**src/common/sfpt_pkg.sv**
```systemverilog
// constants for the serial flash parameter table rom
// ----------------------------------------------------------------------------
// Summary of operation
// - CFI view: all tables one contiguous parameter
// - sector map section follows directly after section 1
// - CFI base 108Eh, SFDP base 1090h, offset two
// - CFI relative byte 00h reads A5h
// - CFI relative byte 01h reads length B0h
// - first basic parameter byte reads E7h
// - 4KB erase opcode reads FFh, unsupported
// - third basic byte reads FBh, read modes
// - fourth byte of first word reads FFh
// - density word reads FFh FFh FFh 03h
// - quad I/O read: 48h then opcode EBh
// - quad output read: 08h then opcode 6Bh
// - header points to 1090h, 16 double words
// ----------------------------------------------------------------------------
package sfpt_pkg;
  // address map
  localparam logic [23:0] SFPT_CFI_BASE = 24'h00108E;
  localparam logic [23:0] SFPT_SFDP_BASE = 24'h001090;
  localparam logic [23:0] SFPT_MAP_BASE = 24'h0010D8;
  localparam logic [7:0] SFPT_BFPT_LEN_DW = 8'h10;
  // cfi parameter framing
  localparam logic [7:0] SFPT_CFI_ID = 8'hA5;
  localparam logic [7:0] SFPT_CFI_LEN = 8'hB0;
  localparam int SFPT_SEC1_BYTES = 74;
  localparam int SFPT_TOTAL_BYTES = 178;
  // basic parameter words
  localparam logic [7:0] SFPT_DW1_B0 = 8'hE7;
  localparam logic [7:0] SFPT_ERASE4K_OP = 8'hFF;
  localparam logic [7:0] SFPT_DW1_B2 = 8'hFB;
  localparam logic [7:0] SFPT_DW1_B3 = 8'hFF;
  localparam logic [31:0] SFPT_DENSITY = 32'h03FFFFFF;
  localparam logic [7:0] SFPT_QIO_MODE_DUMMY = 8'h48;
  localparam logic [7:0] SFPT_QIO_OP = 8'hEB;
  localparam logic [7:0] SFPT_QO_MODE_DUMMY = 8'h08;
  localparam logic [7:0] SFPT_QO_OP = 8'h6B;
  localparam logic [7:0] SFPT_FILL = 8'hFF;
  // values held while reset is low
  localparam logic [7:0] SFPT_DATA_RST = 8'h00;
  localparam logic [23:0] SFPT_ADDR_RST = 24'h000000;
  // read engine states
  typedef enum logic [1:0] {
    SFPT_IDLE = 2'b01,
    SFPT_READ = 2'b10
  } sfpt_state_e;
endpackage

```
**src/design/sfpt_rom.sv**
```systemverilog
// combinational byte table for section 1 and the appended sector map
`timescale 1ns/100ps
module sfpt_rom (
  // lookup
  input wire logic [7:0] i_idx,
  output logic [7:0] o_byte
);
  import sfpt_pkg::*;

  // index is relative to the cfi base; section 2 follows at section 1 end
  always_comb begin
    o_byte = SFPT_FILL;
    unique case (i_idx)
      8'h00: o_byte = SFPT_CFI_ID;
      8'h01: o_byte = SFPT_CFI_LEN;
      8'h02: o_byte = SFPT_DW1_B0;
      8'h03: o_byte = SFPT_ERASE4K_OP;
      8'h04: o_byte = SFPT_DW1_B2;
      8'h05: o_byte = SFPT_DW1_B3;
      8'h06: o_byte = SFPT_DENSITY[7:0];
      8'h07: o_byte = SFPT_DENSITY[15:8];
      8'h08: o_byte = SFPT_DENSITY[23:16];
      8'h09: o_byte = SFPT_DENSITY[31:24];
      8'h0A: o_byte = SFPT_QIO_MODE_DUMMY;
      8'h0B: o_byte = SFPT_QIO_OP;
      8'h0C: o_byte = SFPT_QO_MODE_DUMMY;
      8'h0D: o_byte = SFPT_QO_OP;
      // remaining entries, sector map included, read as fill
      default: o_byte = SFPT_FILL;
    endcase
  end
endmodule

```
**src/design/sfpt_table.sv**
```systemverilog
// read engine for the discovery parameter table, one byte per strobe
`timescale 1ns/100ps
module sfpt_table (
  // clock and reset
  input wire logic i_clk,
  input wire logic i_rst_b,
  // read command from the serial front end
  input wire logic i_start,
  input wire logic [23:0] i_addr,
  input wire logic i_next,
  input wire logic i_end,
  // data towards the host
  output logic [7:0] o_data,
  output logic o_valid,
  output logic o_busy
);
  import sfpt_pkg::*;

  // ---------------------------------------------------------------------------
  // address handling
  // ---------------------------------------------------------------------------
  sfpt_state_e state_q;
  logic [23:0] addr_q;
  logic [7:0] idx;
  logic in_range;
  logic [7:0] rom_byte;
  logic [23:0] rel;

  // both views land in one contiguous byte run; sfdp 00h is cfi 02h
  // basic table of 16 double words opens at the sfdp base; header is elsewhere
  assign rel = addr_q - SFPT_CFI_BASE;
  assign in_range = (addr_q >= SFPT_CFI_BASE) &&
                    (rel < 24'(SFPT_TOTAL_BYTES));
  assign idx = rel[7:0];

  sfpt_rom i_sfpt_rom (
    .i_idx(idx),
    .o_byte(rom_byte)
  );

  // ---------------------------------------------------------------------------
  // control
  // ---------------------------------------------------------------------------
  // end wins over start so a stale command cannot keep the engine busy
  always_ff @(posedge i_clk or negedge i_rst_b) begin
    if (!i_rst_b) begin
      state_q <= SFPT_IDLE;
    end else begin
      unique case (state_q)
        SFPT_IDLE: if (i_start && !i_end) state_q <= SFPT_READ;
        SFPT_READ: if (i_end) state_q <= SFPT_IDLE;
      endcase
    end
  end

  // address loads on start, steps once per byte delivered
  always_ff @(posedge i_clk or negedge i_rst_b) begin
    if (!i_rst_b) begin
      addr_q <= SFPT_ADDR_RST;
    end else if (i_start && state_q == SFPT_IDLE) begin
      addr_q <= i_addr;
    end else if (state_q == SFPT_READ && i_next && !i_end) begin
      addr_q <= addr_q + 24'h000001;
    end
  end

  // registered data; outside the table the bus reads as fill
  always_ff @(posedge i_clk or negedge i_rst_b) begin
    if (!i_rst_b) begin
      o_data <= SFPT_DATA_RST;
      o_valid <= 1'b0;
    end else begin
      o_valid <= (state_q == SFPT_READ) && i_next && !i_end;
      if (state_q == SFPT_READ && i_next && !i_end) begin
        o_data <= in_range ? rom_byte : SFPT_FILL;
      end
    end
  end

  assign o_busy = (state_q == SFPT_READ);
endmodule

```
**config.mk**
```make
export PLATFORM = sky130hd
export DESIGN_NAME = sfpt_table
export DESIGN_NICKNAME = d
export VERILOG_FILES = /design/src/common/sfpt_pkg.sv /design/src/design/sfpt_rom.sv /design/src/design/sfpt_table.sv
export SDC_FILE = /design/constraint.sdc
export NUM_CORES = 1
export LEC_CHECK = 0
export ABC_AREA = 1
export BUFFER_PORTS_ARGS = -buffer_cell sky130_fd_sc_hd__buf_2
export CAP_MARGIN = 10
export CORE_UTILIZATION = 45
export CTS_BUF_LIST = sky130_fd_sc_hd__clkbuf_8
export CTS_CLUSTER_DIAMETER = 120
export CTS_CLUSTER_SIZE = 14
export DETAILED_ROUTE_END_ITERATION = 16
export HOLD_SLACK_MARGIN = 0.06
export RECOVER_POWER = 50
export SLEW_MARGIN = 30
export SYNTH_ARGS = -nofsm -noshare
export SYNTH_HDL_FRONTEND = slang
export SYNTH_SLANG_ARGS = --single-unit
```
**constraint.sdc**
```tcl
create_clock -name i_clk -period 3.9 [get_ports i_clk]
set_input_delay 0.39 -clock i_clk [delete_from_list [all_inputs] [get_ports i_clk]]
set_output_delay 0.39 -clock i_clk [all_outputs]
set_load 0.01 [all_outputs]
```
Word-level counts from Yosys, hierarchy flattened:

Memories as Yosys holds them, arrays and structs flattened.
Index checks and enable logic that the tools add are counted.

* memories: 1
* memory bits (read-only): 128
* word-level logic and storage cells: 29
* output and inout port bits: 10
* input bits: 29
* register bits: 35

Memories
* (no name shown): words 16, bits a word 8, read ports 1, clocked after Yosys merged registers in 0, write ports 0, RTL line sfpt_rom.sv:13 `unique case (i_idx)`

* muxes and demuxes: 7
* $add $sub $neg: 2
* reduce and logical (&&, ||, !) cells: 9
* magnitude comparators: 2
* equal/unequal tests: 4

Operator list (number)
* 24-bit two-way mux: 2
* 24-bit by 1-bit adder with 24-bit output (second input constant): 1
* 24-bit by 13-bit greater-or-equal comparator with 1-bit output (second input constant): 1
* 24-bit by 8-bit < comparator with 1-bit output (second input constant): 1
* 24-bit by 13-bit subtractor with 24-bit output (second input constant): 1
* 8-bit two-way mux: 2
* 1-bit logical AND: 5
* 4-bit logical NOT: 1
* 2-bit two-way mux: 2
* 2-bit != test (second input constant): 2
* 2-bit one-hot mux with 2 select lines: 1
* 2-bit by 1-bit equality test with 1-bit output (second input constant): 1
* 2-bit equality test (second input constant): 1
* 2-bit AND reduction: 1
* 2-bit nonzero test: 1
* 1-bit logical NOT: 1

Depth between registers and ports, before layout:

* depth in word-level cells: 5
* gate-level depth with buffers: 16
* mapped depth without buffers: 15

Hierarchy:

Synthesis repeated with hierarchy kept, for this count alone.

* cells, all modules: 489
* area total of the unflattened synthesis: 3148.0 µm²

By module, submodules not included
* sfpt_table: times used 1, area each 2931.6 µm², sequential area each 877.1 µm², cells each 447
* sfpt_rom: times used 1, area each 216.5 µm², sequential area each 0.0 µm², cells each 42

Worst setup path after synthesis:

OpenSTA, ideal clock, no wires.

* kind: reg2reg
* start point: reg addr_q[1]
* end point: reg o_data[2]
* slack: 1.958 ns
* buffers on the path: 0
* arrival time: 1.829 ns
* clock period less this slack: 1.942 ns
* stages on the path, launching flop included: 12
* data required time: 3.787 ns
* library setup time: 0.113 ns
* cell sequence: dfrtp_1 ha_1 nand2_2 nand2_1 xor2_1 nand2_1 nor3b_4 nand3_1 a21oi_1 nand3_1 nand2_1 inv_1

* cells in the longest elaborated chain, start to end: 4
* elaborated cells between the ends (all ways): 8
* those cells by class: add/sub (1); order compare (2); mux (2); reduce/logical (2); memory (1)

RTL lines
* start, declared: RTL line sfpt_table.sv:23 `logic [23:0] addr_q;`
* start signal, assigned: RTL line sfpt_table.sv:61 `addr_q <= i_addr;`
* start signal, assigned: RTL line sfpt_table.sv:63 `addr_q <= addr_q + 24'h000001;`
* 24-bit by 13-bit subtractor with 24-bit output: RTL line sfpt_table.sv:31 `assign rel = addr_q - SFPT_CFI_BASE;`
* 24-bit by 8-bit < comparator with 1-bit output, or another cell as far along: RTL line sfpt_table.sv:33 `(rel < 24'(SFPT_TOTAL_BYTES));`
* 1-bit logical AND or 8-bit two-way mux (tied branches): RTL line sfpt_table.sv:32, sfpt_rom.sv:13
* 8-bit two-way mux *: RTL line sfpt_table.sv:75 `o_data <= in_range ? rom_byte : SFPT_FILL;`
* end signal, assigned: RTL line sfpt_table.sv:75
* end, declared: RTL line sfpt_table.sv:13 `output logic [7:0] o_data,`

Every way passes the cells marked *; elsewhere a longest branch is shown, timed or not.
A chain may end at the register's enable or synchronous reset.

Final worst setup path:

* start point: reg state_q[0]
* end point: reg addr_q[12]

* cells in the longest elaborated chain, start to end: 4
* elaborated cells between the ends (all ways): 7
* those cells by class: eq/ne (2); mux (1); reduce/logical (4)

RTL lines
* start, declared: RTL line sfpt_table.sv:22 `sfpt_state_e state_q;`
* start signal, assigned: RTL line sfpt_table.sv:47 `state_q <= SFPT_IDLE;`
* start signal, assigned: RTL line sfpt_table.sv:50 `SFPT_IDLE: if (i_start && !i_end) state_q <= SFPT_READ;`
* start signal, assigned: RTL line sfpt_table.sv:51 `SFPT_READ: if (i_end) state_q <= SFPT_IDLE;`
* 2-bit equality test: RTL line sfpt_table.sv:62 `end else if (state_q == SFPT_READ && i_next && !i_end) begin`
* 1-bit logical AND (2 in series): RTL line sfpt_table.sv:62
* 2-bit nonzero test (no source line)

Parallel ways exist; a longest one is shown, timed or not.

==> qor.txt <==
Worst Path Required = 4.07 ns
Largest stage delay, worst path = 0.52 ns
Total Power = 2360 uW
Worst-case clock skew = 0.0116 ns
RR Endpoint = addr_q[12]
Iter 0 DRT Violations = 189
Synth Area per Inst = 6.38 sq um
Die X = 84.6 um
HPWL after DPL = 6.32 mm
Fill cells = 689
Adder-Cell Fraction of Synth Area = 0.0326
Slew Viols, Final = 36
CP Data Arrival Time = 2.72 ns
Final setup vio count = 0
Clock transition at path regs = 0.08 ns
Worst Tran Pin Value = 1.99 ns
Core Box Area = 6460 sq um
Register area share after synthesis = 0.286
IO buf count = 38
Worst slack at placement = 1.24 ns
Row cnt = 29
Sink Count = 35
Outcome = complete, but fails checks
Vias/cell = 5.52
CP startpoint kind = flip-flop
Initial Util = 0.475
Number of inserted diodes = 0
Setup slack, reg-to-reg = 1.35 ns
Most common cell after layout, fill and taps aside = nand2_1
DR vias = 3247
Root Buffer = clkbuf_8
Overall die area = 7160 sq um
Clock buffer depth = 2
Synth Flop Type = dfrtp_1
Largest family of logic cells by synthesized area = simple AND/OR/NAND/NOR gates
Clk_lat worst skew = 0.29 ns
Leakage power = 0.00157 uW
Cell variety after synth = 37
Crit path kind = flip-flop to flip-flop
Ys async rst share = 1.00
Crit end category = flip-flop
First-pass GRT wire length = 14.8 mm
Synth Register Bits = 35
Cts repair resizes = 0
Largest net degree at the start of global routing = 36
Initial antenna violation count = 0
Max-cap violations = 1
Commonest non-fill, non-tap cells in the layout = 116 x nand2_1, 61 x nor2_1, 55 x inv_1, 52 x nand3_1
Vias in the first global route = 3208
Syn nets = 518
Mux cell area share after synthesis = 0
VDD IR max = 467 uV
DRC errors left = 0
Hold Buf Count CTS = 0
Critical path's slowest cell = dfstp_2
Die height = 84.6 um
Crit share post-route = 0.653
YS warnings = 0
Hold Crit Class = input pin to flip-flop
IO Count = 39
Total GRT Usage = 0.258
Cell Pwr Density = 695 nW/um^2
CTS tree = built
Placed cell areas = 3280 sq um
Post-synth EDFFs = 0
Area Overhead vs Synth = 10.5%
Max Freq = 392 MHz
Tmin final = 2.55 ns
Grt ovf = 0
Final Cell Area = 3390 sq um
DR WL/cell = 14.4 um
Xor/xnor share of the synthesized area = 0.0371
H-tree depth = 2
Worst Path Max Fanout = 28
Setup Buffers After CTS = 0
Share of cells above drive strength 1 = 0.145
Final-report hold violation count = 0
Number of buffers created by CTS = 5
Setup TNS Final = 0 ns
Compound-gate portion of the synthesized area = 0.134
Worst path most repeated cell = inv_1
R2R cell count = 9
Simple-gate share of the synthesized area = 0.413
Final wirelength = 8.45 mm
Reg-to-Reg Start = state_q[0]
Nets = 547
Worst-path cell chain = inv_1 -> nand2_1 -> inv_1 -> nand3_1 -> inv_1 -> nor2_1 -> inv_2 -> o21ai_0 -> o22ai_1
Failing checks = capacitance limit, slew limit
Worst Setup EP = addr_q[12]
GP Congestion = 0.966
Post-synthesis cell area = 3070 sq um
Initial DRT Pass Iterations = 7
Worst setup path start = state_q[0]
RSZ-0062 raised after global routing = no
Post-DRT Antenna Nets = 0
Worst Slack Setup Final = 1.35 ns
Min Hold Slack = 0.302 ns
Synthesized netlist cell count = 481
Slew margin rel. = -0.328
sequential cells by signal, indices dropped and copies added (netlist names):
| name | count |
|---|---|
| o_valid | 1 |
| o_data | 8 |
| addr_q | 24 |
| state_q | 2 |
final cells by class:
cell class | instances | area [sq um] | area share
repair buffers | 39 | 193 | 0.0568
flip-flops and latches | 35 | 877 | 0.258
clock inverters | 2 | 35.0 | 0.0103
well taps | 77 | 96.3 | 0.0284
inverters | 58 | 218 | 0.0642
clock buffers | 6 | 82.6 | 0.0243
multi-input cells | 371 | 1890 | 0.558
kinds of logic (layout without fill, tap and decap cells):
kind of cell | after synthesis | after routing
xor gates and xnor gates | 13 | 13
adders and majority gates | 8 | 8
DFF | 35 | 35
AOI/OAI and AO/OA | 71 | 71
and+or+nand+nor | 279 | 279
buffers and inverters | 75 | 105
worst min-delay path by stage:
| stage | start | end | slack (ns) | cells after the start |
|---|---|---|---|---|
| 6_report | i_end | state_q[1] | 0.30 | 2 |
| 5_1_grt | i_end | state_q[1] | 0.31 | 2 |
| 4_1_cts | i_rst_b | addr_q[10] | 0.23 | 1 |
| 3_5_place_dp | i_rst_b | addr_q[10] | 0.53 | 1 |
| 3_3_place_gp | o_data[1] | o_data[1] | 0.53 | 3 |
| 2_1_floorplan | i_rst_b | addr_q[0] | 0.09 | 0 |
critical path: cells and delay by family, from the launching register on:
family / cells / cell delay (ns)
buffers and inverters: 4 / 0.79
AOI/OAI and AO/OA: 2 / 0.28
DFF: 1 / 0.52
and+or+nand+nor: 3 / 0.84
metrics by stage:
stage                      util  cells
final                     0.525    588
after global placement    0.508    580
after CTS                 0.526    588
after global routing      0.525    588
after floorplan               -    481
after detailed placement  0.508    580
synth_stat cells, types with 3 or more instances:
library cell | instances | area (sq um)
nor2_4 | 3 | 33.8
nor4_1 | 4 | 25.0
inv_2 | 3 | 11.3
inv_1 | 55 | 206
nor2_1 | 61 | 229
clkbuf_1 | 9 | 33.8
dfrtp_1 | 34 | 851
nand4_1 | 15 | 93.8
ha_1 | 8 | 100
buf_2 | 4 | 20.0
nand2_1 | 116 | 435
xor2_1 | 12 | 105
nand2_2 | 3 | 18.8
o21ai_0 | 26 | 130
nand3_1 | 52 | 260
nor3_1 | 7 | 35.0
o22ai_1 | 10 | 62.6
o211ai_1 | 4 | 30.0
o21ai_1 | 5 | 25.0
nor2_2 | 4 | 25.0
or2_2 | 9 | 56.3
a21oi_1 | 17 | 85.1
layer usage:
layer	global-route usage	vias up	wire length, um
li1	-	1635	-
met1	0.335	1510	4000
met2	0.444	81	3930
met3	0.0413	21	348
met4	0.0693	0	170
met5	0	-	0
power by group:
| part | switching (uW) | total (uW) | internal [uW] |
|---|---|---|---|
| sequential | 214 | 691 | 477 |
| combinational | 877 | 1320 | 440 |
| clock | 144 | 351 | 207 |
Note: power is estimated with default switching activity, not from simulation.
